--- config.mk ---
export PLATFORM = sky130hd
export DESIGN_NAME = pmr_top
export DESIGN_NICKNAME = d
export VERILOG_FILES = /design/src/logic/pmr_pkg.sv /design/src/logic/pmr_tick_timer.sv /design/src/logic/pmr_regs.sv /design/src/logic/pmr_top.sv
export SDC_FILE = /design/constraint.sdc
export NUM_CORES = 1
export LEC_CHECK = 0
export BUFFER_PORTS_ARGS = -buffer_cell sky130_fd_sc_hd__buf_2
export CORE_ASPECT_RATIO = 0.5
export CORE_MARGIN = 1
export CORE_UTILIZATION = 45
export DETAILED_ROUTE_END_ITERATION = 8
export HOLD_SLACK_MARGIN = 0.06
export PLACE_DENSITY_LB_ADDON = 0.3
export SETUP_SLACK_MARGIN = 0.2
export SLEW_MARGIN = 30
export SYNTH_ARGS = -nofsm -noshare
export SYNTH_HDL_FRONTEND = slang
export SYNTH_SLANG_ARGS = --single-unit
--- constraint.sdc ---
create_clock -name CLK -period 3 [get_ports CLK]
set_clock_uncertainty 0.2 [all_clocks]
set_input_delay 0.15 -clock CLK [delete_from_list [all_inputs] [get_ports CLK]]
set_output_delay 0.15 -clock CLK [all_outputs]
set_load 0.1 [all_outputs]
--- src/logic/pmr_pkg.sv ---
// Package: power-mode and reset sequencer constants and carriers
package pmr_pkg;

    // Register offsets (word index = byte address on the plain port)
    localparam logic [3:0] PMR_OFS_CTRL   = 4'h0;
    localparam logic [3:0] PMR_OFS_TOCFG  = 4'h1;
    localparam logic [3:0] PMR_OFS_PWRCFG = 4'h2;
    localparam logic [3:0] PMR_OFS_FAULT  = 4'h3;
    localparam logic [3:0] PMR_OFS_STATUS = 4'h4;

    // Control register bits (self clearing)
    localparam int PMR_CTRL_OFF_BIT   = 0;
    localparam int PMR_CTRL_LOWP_BIT  = 1;
    localparam int PMR_CTRL_SRST_BIT  = 2;

    // Timeout configuration: [0] enable, [1] 1=shutdown 0=sleep, [4:2] duration code
    localparam int PMR_TO_EN_BIT      = 0;
    localparam int PMR_TO_OFF_BIT     = 1;
    localparam int PMR_TO_DUR_LSB     = 2;
    // Power transition configuration: [2:0] low-power duration code, 0 = disabled, [3] off on balance done
    localparam int PMR_PT_DUR_LSB     = 0;
    localparam int PMR_PT_BALOFF_BIT  = 3;

    // Fault register bits (write 1 to clear)
    localparam int PMR_F_DIGITAL_RESET_FLAG_BIT     = 0;
    localparam int PMR_F_UPPER_BIT    = 1;
    localparam int PMR_F_UCLR_BIT     = 2;
    localparam int PMR_F_STOP_BIT     = 3;

    localparam logic [7:0] PMR_TOCFG_RST  = 8'h00;
    localparam logic [7:0] PMR_PWRCFG_RST = 8'h00;

    // Timing: the base tick and the restart interval
    localparam int CLK_PERIOD_NS           = 10;
    localparam int PMR_TICK_US             = 1000;
    localparam int PMR_TICK_CYC            = (PMR_TICK_US * 1000) / CLK_PERIOD_NS;
    localparam int HARD_RESTART_INTERVAL_US = 100;
    localparam int HARD_RESTART_CYC        = (HARD_RESTART_INTERVAL_US * 1000) / CLK_PERIOD_NS;

    // Power modes, one-hot
    typedef enum logic [4:0] {
        PMR_POR      = 5'h01,
        PMR_OFF      = 5'h02,
        PMR_LOWP     = 5'h04,
        PMR_ACTIVE   = 5'h08,
        PMR_RESTART  = 5'h10
    } pmr_mode_t;

    // Ping and tone events, one-cycle pulses from the detectors
    typedef struct packed {
        logic wake;
        logic resume_without_reset_signal;
        logic off;
        logic hard_restart_signal;
        logic uart_clear;
    } pmr_evt_t;

    // Analog and monitor events
    typedef struct packed {
        logic supply_ok;
        logic analog_supply_uv;
        logic digital_supply_uv;
        logic osc_watchdog;
        logic thermal_shut;
        logic balance_done;
        logic link_valid;
    } pmr_mon_t;

    // Function enables by mode
    typedef struct packed {
        logic adc_en;
        logic uart_en;
        logic vertical_en;
        logic spi_en;
        logic otp_prog_en;
        logic protect_en;
        logic balance_en;
        logic fault_sig_en;
        logic thermal_en;
        logic supplies_on;
        logic bandgap_on;
    } pmr_func_t;

endpackage

--- src/logic/pmr_tick_timer.sv ---
// Tick-based idle timer with coded durations
`timescale 1ns/100ps
module pmr_tick_timer
    import pmr_pkg::*;
#(
    parameter int TICK_CYC = PMR_TICK_CYC
) (
    // Clock and reset
    input  wire logic       clk,
    input  wire logic       rst,
    // Control
    input  wire logic       run,
    input  wire logic       restart,
    input  wire logic [2:0] dur_code,
    // Result
    output logic            expired
);
    typedef struct packed {
        logic [31:0] pre;
        logic [11:0] ticks;
        logic        done;
    } pmr_tmr_t;

    pmr_tmr_t s_reg, s_next;
    logic [11:0] limit;

    // Durations grow by doubling: code n gives 2^(n+4) ticks
    assign limit   = 12'h010 << dur_code;
    assign expired = s_reg.done;

    always_comb begin
        s_next = s_reg;
        if (!run || restart) begin
            s_next = '0;
        end else if (!s_reg.done) begin
            if (s_reg.pre == 32'(TICK_CYC - 1)) begin
                s_next.pre   = '0;
                s_next.ticks = s_reg.ticks + 12'h001;
                if (s_reg.ticks + 12'h001 >= limit) begin
                    s_next.done = 1'b1;
                end
            end else begin
                s_next.pre = s_reg.pre + 32'h1;
            end
        end
    end

    always_ff @(posedge clk) begin
        if (rst) begin
            s_reg <= '0;
        end else begin
            s_reg <= s_next;
        end
    end
endmodule // pmr_tick_timer

--- src/logic/pmr_regs.sv ---
// Register file: control, configuration and fault flags
`timescale 1ns/100ps
module pmr_regs
    import pmr_pkg::*;
(
    // Clock and reset
    input  wire logic       clk,
    input  wire logic       rst,
    // Bus
    input  wire logic [3:0] addr,
    input  wire logic [7:0] wdata,
    input  wire logic       wr,
    input  wire logic       rd,
    output logic [7:0]      rdata,
    // Block side
    input  wire logic       dflt,
    input  wire logic [3:0] fault_set,
    input  wire logic [4:0] mode,
    output logic [2:0]      ctrl_pulse,
    output logic [7:0]      tocfg,
    output logic [7:0]      pwrcfg,
    output logic [3:0]      faults
);
    typedef struct packed {
        logic [7:0] rdata;
        logic [7:0] tocfg;
        logic [7:0] pwrcfg;
        logic [3:0] faults;
    } pmr_rf_t;

    pmr_rf_t s_reg, s_next;
    logic    wr_ctrl;

    assign wr_ctrl    = wr && addr == PMR_OFS_CTRL;
    assign ctrl_pulse = wr_ctrl ? wdata[2:0] : 3'h0;
    assign tocfg      = s_reg.tocfg;
    assign pwrcfg     = s_reg.pwrcfg;
    assign faults     = s_reg.faults;
    assign rdata      = s_reg.rdata;

    always_comb begin
        s_next       = s_reg;
        s_next.rdata = 8'h00;
        if (wr && addr == PMR_OFS_TOCFG) begin
            s_next.tocfg = wdata;
        end
        if (wr && addr == PMR_OFS_PWRCFG) begin
            s_next.pwrcfg = wdata;
        end
        if (wr && addr == PMR_OFS_FAULT) begin
            s_next.faults = s_reg.faults & ~wdata[3:0];
        end
        // Hardware set wins over a software clear in the same cycle
        s_next.faults = s_next.faults | fault_set;
        if (rd) begin
            unique case (addr)
                PMR_OFS_TOCFG:  s_next.rdata = s_reg.tocfg;
                PMR_OFS_PWRCFG: s_next.rdata = s_reg.pwrcfg;
                PMR_OFS_FAULT:  s_next.rdata = {4'h0, s_reg.faults};
                PMR_OFS_STATUS: s_next.rdata = {3'h0, mode};
                default:        s_next.rdata = 8'h00;
            endcase
        end
        // Defaulting keeps the flags that the same reset raises
        if (dflt) begin
            s_next.tocfg  = PMR_TOCFG_RST;
            s_next.pwrcfg = PMR_PWRCFG_RST;
            s_next.faults = fault_set;
        end
    end

    always_ff @(posedge clk) begin
        if (rst) begin
            s_reg <= '{rdata: 8'h00, tocfg: PMR_TOCFG_RST, pwrcfg: PMR_PWRCFG_RST, faults: 4'h0};
        end else begin
            s_reg <= s_next;
        end
    end
endmodule // pmr_regs

--- src/logic/pmr_top.sv ---
// Power-mode state machine and reset sequencing
// Behaviour
// - Low supply is POR; rise enters off
// - Off mode: only wake leads to active
// - Off wake sets reset, upper, clear flags; here upper only when not top, clear only on base
// - Off command bit enters off mode
// - Link idle timeout can force off
// - Low-power duration expiry forces off
// - Balance done can force off
// - Overtemperature shuts down in low-power, active
// - Off ping enters off without link
// - Restart ping: bandgap only, then off
// - Functions enabled per mode as listed
// - Wake resets; resume ping does not
// - Low-power only from active, by command or idle timeout
// - Link idle timeout can force low-power
// - Off to active reloads defaults and OTP
// - Low-power wake is a digital reset
// - Resume ping resets UART, sets clear flag
// - Wake, soft reset, UV, watchdog: full reset
// - Resume in active or clear: stop flag
// - UART-only resets act on base only
//
// Chosen here: the register offsets and the address-and-strobe port.
`timescale 1ns/100ps
module pmr_top
    import pmr_pkg::*;
#(
    parameter int HARD_RESTART_CYCLES = HARD_RESTART_CYC,
    parameter int TICK_CYCLES         = PMR_TICK_CYC
) (
    // Clock and reset
    input  wire logic              CLK,
    input  wire logic              SYS_RST,
    // Register port
    input  wire logic [3:0]        ADDR,
    input  wire logic [7:0]        WDATA,
    input  wire logic              WR,
    input  wire logic              RD,
    output logic [7:0]             RDATA,
    // Chain position straps
    input  wire logic              IS_BASE,
    input  wire logic              IS_TOP,
    // Detected pings, tones and monitors
    input  wire pmr_pkg::pmr_evt_t EVT,
    input  wire pmr_pkg::pmr_mon_t MON,
    // Mode and reset outputs
    output pmr_pkg::pmr_mode_t     MODE,
    output pmr_pkg::pmr_func_t     FUNC,
    output logic                   DIGITAL_RESET,
    output logic                   OTP_RELOAD,
    output logic                   UART_RESET
);
    import pmr_pkg::*;

    typedef struct packed {
        pmr_mode_t  mode;
        logic [31:0] rst_cnt;
        logic       digital_reset_flag;
        logic       uclr;
        pmr_func_t  func;
    } pmr_st_t;

    pmr_st_t    s_reg, s_next;
    logic [2:0] ctrl_pulse;
    logic [7:0] tocfg;
    logic [7:0] pwrcfg;
    logic [3:0] faults;
    logic [3:0] fault_set;
    logic       dflt;
    logic       idle_exp;
    logic       lowp_exp;
    logic       link_run;
    logic       lowp_run;
    logic       in_active;
    logic       in_lowp;
    logic       in_off;
    logic       full_reset;
    logic       uart_only;
    logic       want_off;
    logic       want_lowp;

    assign in_active = s_reg.mode == PMR_ACTIVE;
    assign in_lowp   = s_reg.mode == PMR_LOWP;
    assign in_off    = s_reg.mode == PMR_OFF;

    // Register writes are only accepted in active mode; reads are served in every mode
    pmr_regs u_regs (
        .clk        (CLK),
        .rst        (SYS_RST),
        .addr       (ADDR),
        .wdata      (WDATA),
        .wr         (WR && in_active),
        .rd         (RD),
        .rdata      (RDATA),
        .dflt       (dflt),
        .fault_set  (fault_set),
        .mode       (s_reg.mode),
        .ctrl_pulse (ctrl_pulse),
        .tocfg      (tocfg),
        .pwrcfg     (pwrcfg),
        .faults     (faults)
    );

    // Link idle timer runs in active only; any valid traffic restarts it
    assign link_run = in_active && tocfg[PMR_TO_EN_BIT];
    pmr_tick_timer #(.TICK_CYC(TICK_CYCLES)) u_idle (
        .clk      (CLK),
        .rst      (SYS_RST),
        .run      (link_run),
        .restart  (MON.link_valid || WR || RD),
        .dur_code (tocfg[PMR_TO_DUR_LSB +: 3]),
        .expired  (idle_exp)
    );

    // Low-power duration timer: code 0 disables it
    assign lowp_run = in_lowp && pwrcfg[PMR_PT_DUR_LSB +: 3] != 3'h0;
    pmr_tick_timer #(.TICK_CYC(TICK_CYCLES)) u_lowp (
        .clk      (CLK),
        .rst      (SYS_RST),
        .run      (lowp_run),
        .restart  (1'b0),
        .dur_code (pwrcfg[PMR_PT_DUR_LSB +: 3] - 3'h1),
        .expired  (lowp_exp)
    );

    // Full digital reset causes in active mode
    assign full_reset = in_active && (EVT.wake || ctrl_pulse[PMR_CTRL_SRST_BIT]
                        || MON.analog_supply_uv || MON.digital_supply_uv || MON.osc_watchdog);

    // UART-only reset: no effect on a stack device
    assign uart_only = IS_BASE && in_active && (EVT.resume_without_reset_signal || EVT.uart_clear);

    assign want_off = (in_active && (ctrl_pulse[PMR_CTRL_OFF_BIT]
                      || (idle_exp && tocfg[PMR_TO_OFF_BIT])
                      || (pwrcfg[PMR_PT_BALOFF_BIT] && MON.balance_done)))
                      || (in_lowp && (lowp_exp
                      || (pwrcfg[PMR_PT_BALOFF_BIT] && MON.balance_done)))
                      || ((in_active || in_lowp) && EVT.off);

    assign want_lowp = in_active && (ctrl_pulse[PMR_CTRL_LOWP_BIT]
                       || (idle_exp && !tocfg[PMR_TO_OFF_BIT]));

    // Flag sets for the register file, one cycle wide
    always_comb begin
        fault_set = 4'h0;
        dflt      = 1'b0;
        if (s_reg.digital_reset_flag) begin
            dflt = 1'b1;
            fault_set[PMR_F_DIGITAL_RESET_FLAG_BIT] = 1'b1;
            fault_set[PMR_F_UPPER_BIT] = !IS_TOP;
            fault_set[PMR_F_UCLR_BIT] = IS_BASE;
        end
        if (s_reg.uclr) begin
            fault_set[PMR_F_UCLR_BIT] = 1'b1;
        end
        if (uart_only) begin
            fault_set[PMR_F_UCLR_BIT] = 1'b1;
            fault_set[PMR_F_STOP_BIT] = 1'b1;
        end
    end

    // Mode machine; cause order fixes the priority
    always_comb begin
        s_next      = s_reg;
        s_next.digital_reset_flag = 1'b0;
        s_next.uclr = 1'b0;
        unique case (s_reg.mode)
            PMR_POR: begin
                if (MON.supply_ok) begin
                    s_next.mode = PMR_OFF;
                end
            end
            PMR_RESTART: begin
                // Count runs from the restart event; only a supply loss is heard besides
                if (s_reg.rst_cnt == 32'(HARD_RESTART_CYCLES - 1)) begin
                    s_next.mode = PMR_OFF;
                end else begin
                    s_next.rst_cnt = s_reg.rst_cnt + 32'h1;
                end
            end
            PMR_OFF: begin
                if (EVT.wake) begin
                    s_next.mode = PMR_ACTIVE;
                    s_next.digital_reset_flag = 1'b1;
                end
            end
            PMR_LOWP, PMR_ACTIVE: begin
                if (EVT.hard_restart_signal) begin
                    s_next.mode    = PMR_RESTART;
                    s_next.rst_cnt = '0;
                end else if (MON.thermal_shut) begin
                    s_next.mode = PMR_OFF;
                end else if (want_off) begin
                    s_next.mode = PMR_OFF;
                end else if (want_lowp) begin
                    s_next.mode = PMR_LOWP;
                end else if (in_lowp && EVT.wake) begin
                    s_next.mode = PMR_ACTIVE;
                    s_next.digital_reset_flag = 1'b1;
                end else if (in_lowp && EVT.resume_without_reset_signal) begin
                    s_next.mode = PMR_ACTIVE;
                    s_next.uclr = IS_BASE;
                end else if (full_reset) begin
                    s_next.digital_reset_flag = 1'b1;
                end
            end
            default: begin
                s_next.mode = PMR_OFF;
            end
        endcase
        // Supply loss overrides every mode
        if (!MON.supply_ok) begin
            s_next.mode = PMR_POR;
            s_next.digital_reset_flag = 1'b0;
            s_next.uclr = 1'b0;
        end

        // Function enables follow the next mode so they change with it
        s_next.func             = '0;
        s_next.func.bandgap_on  = s_next.mode != PMR_POR;
        if (s_next.mode == PMR_ACTIVE) begin
            s_next.func = '{adc_en: 1'b1, uart_en: IS_BASE, vertical_en: 1'b1, spi_en: 1'b1,
                            otp_prog_en: 1'b1, protect_en: 1'b1, balance_en: 1'b1, fault_sig_en: 1'b1,
                            thermal_en: 1'b1, supplies_on: 1'b1, bandgap_on: 1'b1};
        end else if (s_next.mode == PMR_LOWP) begin
            // Protectors and balancing stay enabled in low-power, as in active
            s_next.func.protect_en   = 1'b1;
            s_next.func.balance_en   = 1'b1;
            s_next.func.fault_sig_en = 1'b1;
            s_next.func.thermal_en   = 1'b1;
            s_next.func.supplies_on  = 1'b1;
        end
    end

    always_ff @(posedge CLK) begin
        if (SYS_RST) begin
            s_reg <= '{mode: PMR_POR, rst_cnt: 32'h0, digital_reset_flag: 1'b0, uclr: 1'b0, func: '0};
        end else begin
            s_reg <= s_next;
        end
    end

    assign MODE          = s_reg.mode;
    assign FUNC          = s_reg.func;
    assign DIGITAL_RESET = s_reg.digital_reset_flag;
    assign OTP_RELOAD    = s_reg.digital_reset_flag;
    assign UART_RESET    = s_reg.digital_reset_flag || s_reg.uclr || uart_only;

endmodule // pmr_top

After elaboration in Yosys (flattened, before gate mapping)
Cells that the tools add are included.
Word-level totals
  register bits after elaboration: 168
  input bits: 30
  output and inout bits: 27
  word-level logic and storage cells: 159
Cells by class
  $add $sub $neg: 6
  order comparisons: 2
  equality and inequality tests: 16
  shift-type cells: 2
  mux-type cells: 44
  bitwise gates (word level): 11
  reduce and logical (&&, ||, !) cells: 53
Operator list (number)
  2-to-1 mux 32 bit: 4
  adder 32 x 1 -> 32 bit (second input constant): 3
  equality test 32 x 17 -> 1 bit (second input constant): 2
  one-hot mux 32 bit (2 select lines): 1
  2-to-1 mux 5 bit: 12
  equality test 32 x 14 -> 1 bit (second input constant): 1
  one-hot mux 8 bit (4 select lines): 1
  adder 12 x 1 -> 12 bit (second input constant): 2
  >= comparator 12 bit: 2
  left shift 5 x 3 -> 12 bit (first input constant): 2
  logical AND 1 bit: 19
  logical OR 1 bit: 17
  2-to-1 mux 1 bit: 15
  one-hot mux 5 bit (3 select lines): 1
  OR reduction 2 bit: 7
  equality test 5 x 3 -> 1 bit (second input constant): 2
  equality test 5 x 4 -> 1 bit (second input constant): 2
  2-to-1 mux 2 bit: 5
  OR reduction 9 bit: 1
  equality test 4 x 2 -> 1 bit (second input constant): 2
  2-to-1 mux 4 bit: 2
  NOT 1 bit: 8
  2-to-1 mux 3 bit: 2
  equality test 5 x 2 -> 1 bit (second input constant): 1
  other kinds (16): 20

Depth between registers and ports, before layout
  depth in word-level cells: 17
  depth in mapped cells: 11

Hierarchy
Synthesis repeated with hierarchy kept, for this count alone.
Second synthesis, totals
  cell total of the unflattened synthesis: 1020
  area, all modules: 8619.5 um^2
By module, submodules not included
  pmr_top: instances 1, cells an instance 316, area an instance 2526.2 um^2
  pmr_tick_timer at u_idle: instances 1, cells an instance 275, area an instance 2419.8 um^2
  pmr_tick_timer at u_lowp: instances 1, cells an instance 274, area an instance 2351.0 um^2
  pmr_regs: instances 1, cells an instance 155, area an instance 1322.5 um^2

Least setup slack after synthesis
Ideal clock, no wire load.
  kind: reg-to-reg
  from: register u_regs.s_reg, in the netlist u_regs.pwrcfg[0]
  to: register u_lowp.s_reg, in the netlist u_lowp.expired
  arrival: 2.294 ns
  path slack: 0.391 ns
  stages on the path, launching flop included: 9
  path buffers: 1
  clock period less this slack: 2.609 ns
  cells stage by stage: dfxtp_1 > clkbuf_1 > nor2_1 > ha_1 > or3b_2 > ha_1 > a2111oi_0 > a21oi_1 > o21ba_2
Between the ends
  longest elaborated chain between the ends: 6
  elaborated cells on any way between the ends: 10
  classes of those cells: add/sub: 1; order compare: 1; shift: 1; mux: 3; bitwise: 1; reduce/logical: 3
RTL lines
  start: declaration: line pmr_regs.sv:31  | pmr_rf_t s_reg, s_next;
  start signal: assignment: line pmr_regs.sv:74  | s_reg <= '{rdata: 8'h00, tocfg: PMR_TOCFG_RST, pwrcfg: PMR_PWRCFG_RST, faults: 4'h0};
  start signal: assignment: line pmr_regs.sv:76  | s_reg <= s_next;
  subtractor 3 x 1 -> 3 bit: line pmr_top.sv:123  | .dur_code (pwrcfg[PMR_PT_DUR_LSB +: 3] - 3'h1),
  left shift 5 x 3 -> 12 bit: line pmr_tick_timer.sv:28  | assign limit = 12'h010 << dur_code;
  >= comparator 12 bit: line pmr_tick_timer.sv:39  | if (s_reg.ticks + 12'h001 >= limit) begin
  2-to-1 mux 1 bit: line pmr_tick_timer.sv:39
  2-to-1 mux 1 bit: line pmr_tick_timer.sv:36  | if (s_reg.pre == 32'(TICK_CYC - 1)) begin
  2-to-1 mux 1 bit: line pmr_tick_timer.sv:35  | end else if (!s_reg.done) begin
  end signal: assignment: line pmr_tick_timer.sv:52  | s_reg <= s_next;
  end: declaration: line pmr_tick_timer.sv:24  | pmr_tmr_t s_reg, s_next;
Several ways; a longest one is shown, not always the timed one.
A chain may end at the register's enable or synchronous reset.

Worst setup path after layout
  from: register u_lowp.s_reg[2] in the netlist's numbering
  to: register u_lowp.s_reg, in the netlist u_lowp.expired
Between the ends
  longest elaborated chain between the ends: 5
RTL lines (line)
  adder 12 x 1 -> 12 bit: pmr_tick_timer.sv:39
  >= comparator 12 bit: pmr_tick_timer.sv:39
  2-to-1 mux 1 bit: pmr_tick_timer.sv:39
  2-to-1 mux 1 bit: pmr_tick_timer.sv:36
  2-to-1 mux 1 bit: pmr_tick_timer.sv:35
Every way passes these cells.

==> impl_metrics.yaml <==
clock_network:
  cts_root_buf: "clkbuf_16"
  h-tree-depth: 4
  cts_tree: "yes"
  clockBufferDepth: 2
  cts_buffers: 17
  cts.sinks: 161
  worstSkewPairLatency_ns: 0.43
  clkTransAtPathRegs_ns: 0.07
synth:
  synth_edf_count: 0
  synth_mux_area_frac: 0.01087
  synth_compound_area_frac: 0.08176
  synthArstFlopShare: 0
  synth_top_area_frac: 0.3836
  synth_top_family_by_area: "simple AND/OR/NAND/NOR gates"
  syn_nets: 1058
  synth_warnings: 0
  synth_area_sq_mm: 0.008402
  yosysUniqueCellTypes: 66
  synth_xor_area_frac: 0.1230
  ys.flop_type: "dfxtp_1"
  ys_seq_area_frac: 0.3836
  synth_area_leaders: "dfxtp_1 (38%), xor2_1 (7.7%), nor2_1 (6.9%)"
  synth-seq-cells: 161
  syn_inst: 1003
  avgSynthCellArea_sq_um: 8.377
  synthSimpleGateAreaFrac: 0.3179
  synth_area_leader_cell: "dfxtp_1"
  synthAdderAreaFrac: 0.03723
layout:
  diodes: 0
  layout_common_cells: "dfxtp_1 (159), nor2_1 (154), nand2_1 (87)"
  area_growth_pct: 15.23
  nNetsFinal: 1122
  layout-drive-gt1-share: 0.1361
  finish.utilization: 0.5432
  fin_area_sq_mm: 0.009682
  final_common_cell: "dfxtp_1"
route:
  via_per_inst: 5.432
  wl_per_cell_um: 14.32
  first_iter_violations: 291
  drc: 0
  drt_pass1_iterations: 4
  num_vias: 7137
  routed_wl_um: 18810
  ant_nets: 0
floorplanning:
  initial_core_util: 0.4714
  std_cell_rows: 34
  chipWidth_um: 195.2
  chipHeight_um: 98.62
  core_sq_mm: 0.01782
  dieArea_sq_mm: 0.01925
  io_pins: 57
sta:
  setup_tns_ns: 0
  min_period_ns: 2.677
  relSlewSlack: 0.6033
  fin_crit_sh: 0.8923
  worst_pin_slew_ns: 0.5896
  final-hold-violation-count: 0
  drv_slew: 0
  fmax_mhz: 373.5
  setup-violations-final: 0
  rsz0062_at_grt: "yes"
worst_setup_path:
  critPathArrivalTime_ns: 2.81
  critPathMaxFanout: 5
  crit_type: "reg -> reg"
  end_kind: "flip-flop"
  cp-start-kind: "flip-flop"
  crit_required_ns: 3.13
  worstRegToRegCells: 11
job:
  maxCapViolCount: 0
global_route:
  grt_max_degree: 33
  antenna_found_initial: 1
  grt_pass1_wl_um: 32280
  grt_use_total: 0.2051
  grt_pass1_vias: 6792
  overflow: 0
pwr:
  ir_drop_mv: 0.4325
  p_leak_uw: 0.003442
  power_density_mw_per_mm2: 464.6
placed_design:
  port_buffers: 56
  gp_congestion: 0.8777
  post-dp-hpwl_um: 12990
  placed_area_sq_mm: 0.008803
worst_hold_path:
  hold_depth: 5
  min_path_type: "in -> reg"
outcome:
  outcome: "finished, final reports clean"
## stage by stage
step | total power [uW] | hold WS (ns) | setup WS (ns) | std cells
final | 4498 | 0.08172 | 0.3230 | 1314
after global routing | 4639 | 0.1095 | 0.1374 | 1314
after CTS | 4532 | 0.07166 | 0.2502 | 1314
after detailed placement | 2303 | 0.2229 | 0.2811 | 1256
after global placement | 2303 | 0.2163 | 0.3327 | 1256
after floorplan | 2258 | 0.07171 | 0.3911 | 1003
## synth_stat cells, drive strengths merged, types with 15 or more instances
cell and count:
a21oi 41, and3 23, buf 32, clkbuf 24, dfxtp 161, ha 25, inv 15, nand2 88
nand3 72, nand4 33, nor2 154, nor3 24, nor4 29, o21ai 23, or3 17, xnor2 44
xor2 74
## worst max-delay path, cell delays in order (launching register included)
cell and delay (ns):
dfxtp_1 0.39, ha_1 0.18, and3_1 0.20, and3_1 0.22, and3_2 0.24, nand3_1 0.10
xnor2_1 0.15, ha_1 0.30, o21a_1 0.17, o21ai_0 0.17, a21oi_1 0.06, o21ba_2 0.20
## cell families after synthesis
family / Yosys count
buf+inv: 71
xor+xnor: 118
mux: 9
compound gates: 107
flops: 161
simple gates: 512
fa+ha+maj: 25
## report_power, final
| part | internal (uW) | switching [uW] | total [uW] |
|---|---|---|---|
| combinational | 53.8 | 84.3 | 138 |
| clock | 1260 | 955 | 2220 |
| sequential | 2140 | 3.90 | 2140 |
| total | 3450 | 1040 | 4500 |
## repair_timing
| action | CTS | global route |
|---|---|---|
| hold endpoints to repair | 39 | 0 |
| gates resized for setup | 0 | 8 |
| setup endpoints to repair | 0 | 4 |
| hold buffers | 26 | 0 |
| setup buffers | 0 | 0 |
## worst paths after layout
kind	from	endpoint	slack (ns)
setup / recovery	u_lowp.s_reg[2]$_SDFFE_PP0P_	u_lowp.expired$_SDFF_PP0_	0.32
hold / removal	ADDR[0]	u_regs.pwrcfg[4]$_SDFFE_PP0P_	0.08
setup reg to reg	u_lowp.s_reg[2]$_SDFFE_PP0P_	u_lowp.expired$_SDFF_PP0_	0.32
hold reg to reg	u_regs.tocfg[5]$_SDFFE_PP0P_	u_regs.tocfg[5]$_SDFFE_PP0P_	0.26
## routing by layer
| metal | GRT usage | routed length (um) | vias to the layer above | part of all wire |
|---|---|---|---|---|
| li1 | - | - | 3617 | - |
| met3 | 0.05749 | 854 | 37 | 0.045 |
| met1 | 0.2584 | 8778 | 3348 | 0.47 |
| met2 | 0.3398 | 8818 | 133 | 0.47 |
| met4 | 0.06905 | 349 | 2 | 0.019 |
| met5 | 0 | 13 | - | 0.00069 |
## area by class of cell
cell class	count	area (sq um)
Fill cell	1609	8143
Multi-Input combinational cell	771	4827
Sequential cell	161	3226
Timing Repair Buffer	101	683.2
Clock buffer	18	439.2
Tap cell	234	292.8
Clock inverter	14	157.7
Inverter	15	56.30
Power figures use the tool's default switching activity.
